`src/include/udw_pkg.sv`:
```
// shared constants and types for the wiper counter host controller
package udw_pkg;
    localparam int unsigned SYS_CLK_MHZ = 200;
    // timing figures in ns, chosen plainly, no device values given
    localparam int unsigned STEP_HALF_NS   = 1000;
    localparam int unsigned SELECT_SETUP_NS = 1000;
    localparam int unsigned SAVE_WAIT_NS   = 20000;
    localparam int unsigned CLK_PERIOD_NS  = 1000 / SYS_CLK_MHZ;
    localparam int unsigned STEP_HALF_CYC  = (STEP_HALF_NS + CLK_PERIOD_NS - 1) / CLK_PERIOD_NS;
    localparam int unsigned SETUP_CYC      = (SELECT_SETUP_NS + CLK_PERIOD_NS - 1) / CLK_PERIOD_NS;
    localparam int unsigned SAVE_CYC       = (SAVE_WAIT_NS + CLK_PERIOD_NS - 1) / CLK_PERIOD_NS;
    localparam int unsigned TIMER_W        = 16;
    localparam int unsigned POS_W          = 7;
    localparam logic [POS_W-1:0] POS_MAX   = 7'h63;
    localparam logic [POS_W-1:0] POS_MIN   = 7'h00;

    typedef enum logic { UDW_DIR_DOWN, UDW_DIR_UP } udw_dir_e;

    // request from the user side
    typedef struct packed {
        logic             go;
        udw_dir_e         dir;
        logic [POS_W-1:0] steps;
        logic             save;
    } udw_req_s;

    // pins driven to the potentiometer
    typedef struct packed {
        logic select_n;
        logic step_n;
        logic dir_up;
    } udw_pins_s;
endpackage

```
`src/rtl/udw_timer.sv`:
```
// down-counting interval timer with one-cycle done pulse
`timescale 1ns/100ps
module udw_timer
    import udw_pkg::*;
(
    input  wire logic               sys_clk,
    input  wire logic               sys_rst,
    input  wire logic               load,
    input  wire logic [TIMER_W-1:0] count,
    output logic                    done
);
    logic [TIMER_W-1:0] cnt_reg;
    logic [TIMER_W-1:0] cnt_next;
    logic               run_reg;
    logic               run_next;
    logic               done_reg;
    logic               done_next;

    always_comb begin
        cnt_next  = cnt_reg;
        run_next  = run_reg;
        done_next = 1'b0;
        if (load) begin
            cnt_next = count;
            run_next = 1'b1;
        end else if (run_reg) begin
            if (cnt_reg <= 16'h0001) begin
                run_next  = 1'b0;
                done_next = 1'b1;
            end else begin
                cnt_next = cnt_reg - 16'h0001;
            end
        end
    end

    always_ff @(posedge sys_clk or posedge sys_rst) begin
        if (sys_rst) begin
            cnt_reg  <= 16'h0000;
            run_reg  <= 1'b0;
            done_reg <= 1'b0;
        end else begin
            cnt_reg  <= cnt_next;
            run_reg  <= run_next;
            done_reg <= done_next;
        end
    end

    assign done = done_reg;
endmodule

```
`src/rtl/udw_host.sv`:
```
// host controller driving select, step and direction of the wiper counter
// Rules of the wiper counter this block drives
// [RULE1] device moves only on step falling edge; the bench model also steps when select falls with step low
// [RULE2] each selected falling step moves one
// [RULE3] device decodes count to one tap
// [RULE4] direction high steps up, low down
// [RULE5] device ignores step while unselected
// [RULE6] device count saturates at both ends
// [RULE7] raise select, step high: save position
// [RULE8] raise select, step low: no save
// [RULE9] device enters standby after save
// [RULE10] device recalls saved count at power-up
// [RULE11] direction may change while selected
// [RULE12] device taps make before break
// [RULE13] never lower select with step low
// [RULE14] up moves toward high terminal
// [RULE15] position spans 0 to 99
`timescale 1ns/100ps
module udw_host
    import udw_pkg::*;
(
    input  wire logic             sys_clk,
    input  wire logic             sys_rst,
    input  wire udw_req_s         req,
    input  wire logic [POS_W-1:0] recalled_pos,
    input  wire logic             recalled_valid,
    output udw_pins_s             pins,
    output logic                  busy,
    output logic                  done,
    output logic [POS_W-1:0]      pos_est
);
    typedef enum logic [2:0] {
        ST_IDLE, ST_SETUP, ST_LOW, ST_HIGH, ST_DESEL, ST_SAVE_WAIT
    } udw_state_e;

    udw_state_e       state_reg, state_next;
    udw_pins_s        pins_reg, pins_next;
    logic [POS_W-1:0] left_reg, left_next;
    logic             save_reg, save_next;
    logic [POS_W-1:0] pos_reg, pos_next;
    logic             busy_reg, busy_next;
    logic             done_reg, done_next;
    logic             tload;
    logic [TIMER_W-1:0] tcount;
    logic             tdone;
    logic             rec_valid_s1, rec_valid_s2;
    logic [POS_W-1:0] rec_pos_s1, rec_pos_s2;

    // mirror of the device's saturating count
    function automatic logic [POS_W-1:0] step_pos(
        input logic [POS_W-1:0] p,
        input udw_dir_e         d
    );
        if (d == UDW_DIR_UP)
            step_pos = (p >= POS_MAX) ? POS_MAX : p + 7'h01;
        else
            step_pos = (p == POS_MIN) ? POS_MIN : p - 7'h01;
    endfunction

    udw_timer u_timer (
        .sys_clk (sys_clk),
        .sys_rst (sys_rst),
        .load    (tload),
        .count   (tcount),
        .done    (tdone)
    );

    // recalled position arrives from outside the clock domain
    always_ff @(posedge sys_clk or posedge sys_rst) begin
        if (sys_rst) begin
            rec_valid_s1 <= 1'b0;
            rec_valid_s2 <= 1'b0;
            rec_pos_s1   <= 7'h00;
            rec_pos_s2   <= 7'h00;
        end else begin
            rec_valid_s1 <= recalled_valid;
            rec_valid_s2 <= rec_valid_s1;
            rec_pos_s1   <= recalled_pos;
            rec_pos_s2   <= rec_pos_s1;
        end
    end

    always_comb begin
        state_next = state_reg;
        pins_next  = pins_reg;
        left_next  = left_reg;
        save_next  = save_reg;
        pos_next   = pos_reg;
        busy_next  = busy_reg;
        done_next  = 1'b0;
        tload      = 1'b0;
        tcount     = 16'h0000;
        unique case (state_reg)
            ST_IDLE: begin
                // [RULE10] track recalled position
                if (rec_valid_s2)
                    pos_next = (rec_pos_s2 > POS_MAX) ? POS_MAX : rec_pos_s2;
                if (req.go && req.steps == 7'h00 && !req.save) begin
                    // [RULE8] nothing to move or store
                    // select stays high: a no-store exit here would drop step as select rises
                    busy_next  = 1'b1;
                    tload      = 1'b1;
                    tcount     = TIMER_W'(SETUP_CYC);
                    state_next = ST_SAVE_WAIT;
                end else if (req.go) begin
                    // [RULE13] step high before select falls
                    pins_next.step_n   = 1'b1;
                    // [RULE4] [RULE11] direction set while idle
                    pins_next.dir_up   = (req.dir == UDW_DIR_UP);
                    pins_next.select_n = 1'b0;
                    left_next  = req.steps;
                    save_next  = req.save;
                    busy_next  = 1'b1;
                    tload      = 1'b1;
                    tcount     = TIMER_W'(SETUP_CYC);
                    state_next = ST_SETUP;
                end
            end
            ST_SETUP, ST_HIGH: begin
                if (tdone) begin
                    if (left_reg != 7'h00) begin
                        // [RULE1] falling edge makes one step
                        pins_next.step_n = 1'b0;
                        // [RULE6] saturating mirror of count
                        pos_next   = step_pos(pos_reg,
                                     pins_reg.dir_up ? UDW_DIR_UP : UDW_DIR_DOWN);
                        left_next  = left_reg - 7'h01;
                        tload      = 1'b1;
                        tcount     = TIMER_W'(STEP_HALF_CYC);
                        state_next = ST_LOW;
                    end else begin
                        state_next = ST_DESEL;
                    end
                end
            end
            ST_LOW: begin
                if (tdone) begin
                    // [RULE7] keep step high when save wanted
                    if (left_reg == 7'h00 && !save_reg) begin
                        pins_next.step_n = 1'b0;
                    end else begin
                        pins_next.step_n = 1'b1;
                    end
                    tload      = 1'b1;
                    tcount     = TIMER_W'(STEP_HALF_CYC);
                    state_next = ST_HIGH;
                end
            end
            ST_DESEL: begin
                // [RULE8] select rises with step at save choice
                pins_next.step_n   = save_reg;
                pins_next.select_n = 1'b1;
                tload      = 1'b1;
                tcount     = save_reg ? TIMER_W'(SAVE_CYC) : TIMER_W'(SETUP_CYC);
                state_next = ST_SAVE_WAIT;
            end
            ST_SAVE_WAIT: begin
                // [RULE9] wait out the store before next select
                if (tdone) begin
                    pins_next.step_n = 1'b1;
                    busy_next  = 1'b0;
                    done_next  = 1'b1;
                    state_next = ST_IDLE;
                end
            end
            default: state_next = ST_IDLE;
        endcase
    end

    always_ff @(posedge sys_clk or posedge sys_rst) begin
        if (sys_rst) begin
            state_reg <= ST_IDLE;
            pins_reg  <= '{select_n: 1'b1, step_n: 1'b1, dir_up: 1'b0};
            left_reg  <= 7'h00;
            save_reg  <= 1'b0;
            pos_reg   <= POS_MIN;
            busy_reg  <= 1'b0;
            done_reg  <= 1'b0;
        end else begin
            state_reg <= state_next;
            pins_reg  <= pins_next;
            left_reg  <= left_next;
            save_reg  <= save_next;
            pos_reg   <= pos_next;
            busy_reg  <= busy_next;
            done_reg  <= done_next;
        end
    end

    assign pins    = pins_reg;
    assign busy    = busy_reg;
    assign done    = done_reg;
    assign pos_est = pos_reg;

    // step falls only while selected
    step_sel_a: assert property (@(posedge sys_clk) disable iff (sys_rst) // [RULE5]
        $fell(pins.step_n) |-> !pins.select_n)
        else $error("step fell while unselected");

    // select never falls with step low
    sel_fall_a: assert property (@(posedge sys_clk) disable iff (sys_rst) // [RULE13]
        $fell(pins.select_n) |-> pins.step_n)
        else $error("select fell with step low");

    // save request raises select with step high
    save_seq_a: assert property (@(posedge sys_clk) disable iff (sys_rst) // [RULE7]
        ($rose(pins.select_n) && save_reg) |-> pins.step_n)
        else $error("save without step high");

    // no-save raises select with step low
    nosave_seq_a: assert property (@(posedge sys_clk) disable iff (sys_rst) // [RULE8]
        ($rose(pins.select_n) && !save_reg) |-> !pins.step_n)
        else $error("no-save with step high");

    // direction stable across a falling step
    dir_stable_a: assert property (@(posedge sys_clk) disable iff (sys_rst) // [RULE4]
        $fell(pins.step_n) |-> $stable(pins.dir_up))
        else $error("direction changed at step edge");

    // estimate stays within 0..99
    pos_range_a: assert property (@(posedge sys_clk) disable iff (sys_rst) // [RULE15]
        pos_est <= POS_MAX)
        else $error("position estimate out of range");

    // one step per falling edge, saturating
    pos_step_a: assert property (@(posedge sys_clk) disable iff (sys_rst) // [RULE6]
        (state_reg != ST_LOW && state_next == ST_LOW) |=>
        pos_est == step_pos($past(pos_est), pins.dir_up ? UDW_DIR_UP : UDW_DIR_DOWN))
        else $error("position mirror wrong");

    // done pulse rises in the cycle busy falls and lasts one cycle
    done_end_a: assert property (@(posedge sys_clk) disable iff (sys_rst) // [RULE9]
        $rose(done) |-> $fell(busy) && pins.select_n ##1 !done)
        else $error("done pulse malformed");
endmodule

```
`config.mk`:
```
export PLATFORM = sky130hd
export DESIGN_NAME = udw_host
export DESIGN_NICKNAME = d
export VERILOG_FILES = /design/src/include/udw_pkg.sv /design/src/rtl/udw_timer.sv /design/src/rtl/udw_host.sv
export SDC_FILE = /design/constraint.sdc
export NUM_CORES = 1
export LEC_CHECK = 0
export ABC_AREA = 1
export ABC_CLOCK_PERIOD_IN_PS = 2500
export BUFFER_PORTS_ARGS = -buffer_cell sky130_fd_sc_hd__buf_4
export CAP_MARGIN = 20
export CORE_MARGIN = 4
export CORE_UTILIZATION = 35
export DETAILED_ROUTE_END_ITERATION = 16
export HOLD_SLACK_MARGIN = 0.1
export PLACE_DENSITY = 0.58
export SLEW_MARGIN = 20
export SYNTH_ARGS = -nofsm -noshare
export SYNTH_HDL_FRONTEND = slang
export SYNTH_HIERARCHICAL = 1
export SYNTH_SLANG_ARGS = --single-unit
```
`constraint.sdc`:
```
create_clock -name sys_clk -period 2.5 [get_ports sys_clk]
set_input_delay 0.5 -clock sys_clk [delete_from_list [all_inputs] [get_ports sys_clk]]
set_output_delay 0.5 -clock sys_clk [all_outputs]
set_load 0.02 [all_outputs]
```
; ---- Yosys cells after proc, flatten, opt, wreduce, memory -nomap -nowiden
; Cells that the tools add are included.
[classes]
addsub = 4
order_cmp = 3
n_eq_ne = 14
muxes = 57
n_bitwise = 1
n_reduce_logical = 24
[op_table]
columns = cell, count
row1 = 7-bit two-way mux, 11
row2 = 16-bit two-way mux, 3
row3 = 12-bit case mux with 4 select lines, 1
row4 = 8-bit two-way mux, 5
row5 = 7-bit case mux with 2 select lines, 2
row6 = 3-bit two-way mux, 8
row7 = 7-bit zero test, 3
row8 = 1-bit two-way mux, 21
row9 = "16-bit by 1-bit less-or-equal comparator with 1-bit output, second input constant", 1
row10 = "16-bit by 1-bit subtractor with 16-bit output, second input constant", 1
row11 = 3-bit case mux with 5 select lines, 1
row12 = "7-bit by 1-bit subtractor with 7-bit output, second input constant", 2
row13 = 12-bit two-way mux, 1
row14 = "2-bit != test, second input constant", 5
row15 = 3-bit AND reduction, 3
row16 = 4-bit AND reduction, 2
row17 = 2-bit nonzero test, 4
row18 = "7-bit by 1-bit adder with 7-bit output, second input constant", 1
row19 = "7-bit greater-or-equal comparator, second input constant", 1
row20 = "7-bit greater-than comparator, second input constant", 1
row21 = 7-bit AND reduction, 1
row22 = 7-bit nonzero test, 1
row23 = "3-bit by 2-bit == test with 1-bit output, second input constant", 2
row24 = "3-bit == test, second input constant", 2
row25 = 14 further kinds, 20
[word_totals]
reg_bits = 57
output_inout_bits = 12

; ---- Longest topological paths before layout
[logic_depth]
ltp_word = 7
ltp_mapped = 15
depth_no_buf = 14

; ---- By module
; The synthesis kept the hierarchy.
[by_module_without_submodules]
columns = module, instances, cells_per_inst, area_per_inst_um2, seq_area_each_um2
row1 = udw_host, 1, 301, 2159.6, 978.4
row2 = udw_timer, 1, 202, 1376.3, 450.4

; ---- Least setup slack after synthesis
; No wires, ideal clock.
[synth_timing]
path_kind = register to register
from = reg left_reg[0]
to = reg u_timer.cnt_reg[4]
setup_time_ns = 0.074
arrival_ns = 1.883
path_slack_ns = 0.543
path_stages_with_launch = 16
path_buffers = 1
period_less_slack_ns = 1.957
path_cell_list = dfrtp_1 > inv_1 > ha_1 > inv_1 > nor2_1 > nand3_1 > nand3_1 > nand2_1 > inv_1 > nand3_1 > inv_1 > clkbuf_1 > nor2_1 > a21oi_1 > nand2_2 > o21ai_2
[synth_via]
elab_chain_cells = 6
[synth_lines]
columns = element, line
row1 = "start, declared", udw_host.sv:38  ; logic [POS_W-1:0] left_reg, left_next;
row2 = "start signal, assigned", udw_host.sv:182  ; left_reg <= left_next;
row3 = 7-bit nonzero test (*), udw_host.sv:121  ; if (left_reg != 7'h00) begin
row4 = 1-bit two-way mux (*), udw_host.sv:121
row5 = 1-bit two-way mux (*), udw_host.sv:120  ; if (tdone) begin
row6 = 1-bit case mux with 4 select lines (*), udw_host.sv:93  ; unique case (state_reg)
row7 = 2-bit != test (no source line) or 2-bit nonzero test (tied branches), n/a
row8 = 2-bit AND reduction (no source line), n/a
row9 = "end signal, assigned", udw_timer.sv:42  ; cnt_reg <= cnt_next;
row10 = "end, declared", udw_timer.sv:12  ; logic [TIMER_W-1:0] cnt_reg;
; Every way passes the cells marked *; elsewhere a longest branch is shown, timed or not.
; A chain may end at the register's enable or synchronous reset.

; ---- Final worst setup path
[layout_timing]
from = reg left_reg[0]
to = reg u_timer.cnt_reg[8]
; The elaborated chain is that of the path after synthesis.

==> run metrics <==
status=complete, no violations; largest net degree at the start of global routing=40; Slew Limit Fails=0; WL per Instance=12.0 µm; crit path cell chain=inv_1, ha_1, inv_1, nor2_1, nand3_1, nand3_1, nand2_1, inv_1, nand3_1, clkinvlp_4, nand2_4, nand2_1, o21ai_2; top area cells in the synthesized netlist=dfrtp_1 (39%), nand2_1 (18%), nand3_1 (8.5%); routed wire length=8190 µm; syn_area_per_cell=7.03 µm²; Overflow after GRT=0; share of cells above drive strength 1=0.183; clk_lat worst skew=0.34 ns; final period utilization=0.879; Worst Clk Skew=0.0115 ns; Cell Count, Final, Fillers Out=685; worst reg2reg path depth=13; Worst slew margin=0.514; first-iteration detailed-routing DRC count=141; RSZ-0062 raised after global routing=false; gpl congestion=0.894; Max-Cap Viols=0; Placed Cells=669; antenna violations before repair=0; family with the most delay on the worst path=simple AND/OR/NAND/NOR gates; clk buf depth=2; io pins=32; Mapped Area=0.00354 mm²; Die Area=0.0118 mm²; Final setup violation count=0; sequential share of the synthesized area=0.404; EDFF count, synth=0; Clock transition at path regs=0.08 ns; Startpoint Class=flop; TritonCTS Buffers=9; critical path class=flop to flop; Die H=109 µm; largest fanout on the critical path=22; fin nets=573; Async SR Flop Fraction=1.00; time the worst path needs with I/O delays and setup=2.20 ns; arrival time at the worst endpoint=2.41 ns; Worst R2R Start=left_reg[0]$_DFFE_PP0P_; CTS root buf=clkbuf_8; flip-flop count of the largest register after layout=16; vias in the first global route=3032; area grow syn2layout=16.5%; CP max stage cell=dfrtp_1; Crit path depth=13; top-count cell post-synth=nand2_1; PnR Total Power=5.07 mW; Core Region=0.00982 mm²; H-Tree Depth=3; number of diodes=0; worst setup path end=u_timer/cnt_reg[8]$_DFFE_PP0P_; largest stage delay on the critical path=0.41 ns; worst flop-to-flop path endpoint=u_timer/cnt_reg[8]$_DFFE_PP0P_; CTS tree=yes; worst vdd ir=0.465 mV; DR pass1 iterations=4; routed via count=3203; Chip Width=109 µm; DRC Markers=0; WP data required=2.71 ns; Tot GR Track Use=0.150; Slew @ Worst Pin=0.728 ns; Cell Pwr Density=1230 mW/mm²; final hold vios=0; R2R setup slack=0.30 ns; Pleak=2.15 nW; Rows=36; Synth Instances=503; main flop type after synthesis=dfrtp_1; cell type with the largest total area after synthesis=dfrtp_1; Port-buffer cells=31; Yosys reg bits=57; top post-synthesis cells by count=nand2_1 (168), nand3_1 (60), nor2_1 (57), dfrtp_1 (55), inv_1 (48); vias per cell=4.68; Yosys warnings=6; crit end category=flop; initial core utilization=0.360; Crit. Startpoint=left_reg[0]$_DFFE_PP0P_; Hold Crit Class=input pin to flop; hold buffers post-CTS=0; top cell type's share of synthesized area=0.389; first-pass GRT wire length=14200 µm; clk sinks=57; CP bufs+invs=4; setup TNS=0 ns; distinct cell type count after synthesis=31; ANT nets after route=0; dpl hpwl=6050 µm; fmax=0.455 GHz
[per-layer routing]
| layer | wire length, µm | track usage |
|---|---|---|
| met3 | 293 | 0.0233 |
| met4 | 108 | 0.0622 |
| met5 | 0 | 0 |
| met1 | 3970 | 0.201 |
| met2 | 3820 | 0.242 |
[stage by stage]
stage / utilization / worst slack [ns] / hold WS, ns / area (µm²)
floorplan: - / 0.543 / 0.331 / 3560
global placement: 0.401 / 0.307 / 0.334 / 3930
detailed placement: 0.401 / 0.183 / 0.335 / 3930
CTS: 0.419 / 0.160 / 0.247 / 4110
global route: 0.419 / 0.0610 / 0.246 / 4120
finish: 0.419 / 0.302 / 0.268 / 4120
[layout by cell type, fill, tap and decap left out, types with 2 or more instances in the layout]
| master | n |
|---|---|
| o21ai_2 | 8 |
| o21ai_1 | 7 |
| nor3_1 | 4 |
| nand2_1 | 168 |
| conb_1 | 8 |
| nand2_2 | 10 |
| nand2_4 | 3 |
| or2_2 | 3 |
| a21oi_1 | 8 |
| nor2_4 | 2 |
| o21ai_0 | 20 |
| buf_4 | 36 |
| dfrtp_1 | 55 |
| nor2_2 | 7 |
| clkbuf_8 | 10 |
| inv_1 | 47 |
| xor2_1 | 4 |
| clkinv_2 | 2 |
| dfstp_2 | 2 |
| ha_1 | 6 |
| nand3_1 | 60 |
| nor2_1 | 57 |
| inv_2 | 6 |
| nand3_2 | 5 |
| nand3b_1 | 3 |
| clkinvlp_4 | 3 |
[cell type report]
class                           instances  area, µm²
Clock buffer                           10        138
Inverter                               54        206
Clock inverter                          6       42.5
Sequential cell                        57       1430
Multi-Input combinational cell        389       1870
Timing Repair Buffer                   36        270
Tap cell                              133        166
Fill cell                            1037       5700
[repair_timing]
action / in CTS / in global routing
setup endpoints to repair: 0 / 15
buffers inserted: 0 / 0
resized for setup: 0 / 1
[kinds of logic (layout without fill, tap and decap cells)]
group / count (synthesis) / after routing / share of synthesized area
xor+xnor: 4 / 4 / 0.00991
flops: 57 / 57 / 0.404
other cells: 1 / 8 / 0.00106
simple gates: 325 / 325 / 0.412
buf+inv: 64 / 106 / 0.0757
fa+ha+maj: 6 / 6 / 0.0212
compound gates: 46 / 46 / 0.0757
[power by group]
part | internal, mW | leakage (nW) | total (mW) | switching [mW]
clock | 0.388 | 0.0887 | 0.796 | 0.408
sequential | 1.23 | 0.688 | 1.61 | 0.381
combinational | 0.963 | 1.37 | 2.66 | 1.70
total | 2.58 | 2.15 | 5.07 | 2.49
[how the worst min path moves through the flow]
stage                            startpoint                 endpoint  slack (ns)  depth (start not counted)
floorplan           rec_pos_s1[0]$_DFF_PP0_  rec_pos_s2[0]$_DFF_PP0_        0.33                          0
global placement    rec_pos_s1[1]$_DFF_PP0_  rec_pos_s2[1]$_DFF_PP0_        0.33                          0
detailed placement  rec_pos_s1[0]$_DFF_PP0_  rec_pos_s2[0]$_DFF_PP0_        0.33                          0
CTS                         recalled_pos[0]  rec_pos_s1[0]$_DFF_PP0_        0.25                          1
global route                recalled_pos[0]  rec_pos_s1[0]$_DFF_PP0_        0.25                          1
finish                      recalled_pos[0]  rec_pos_s1[0]$_DFF_PP0_        0.27                          1
(Power assumes the default switching activity.)
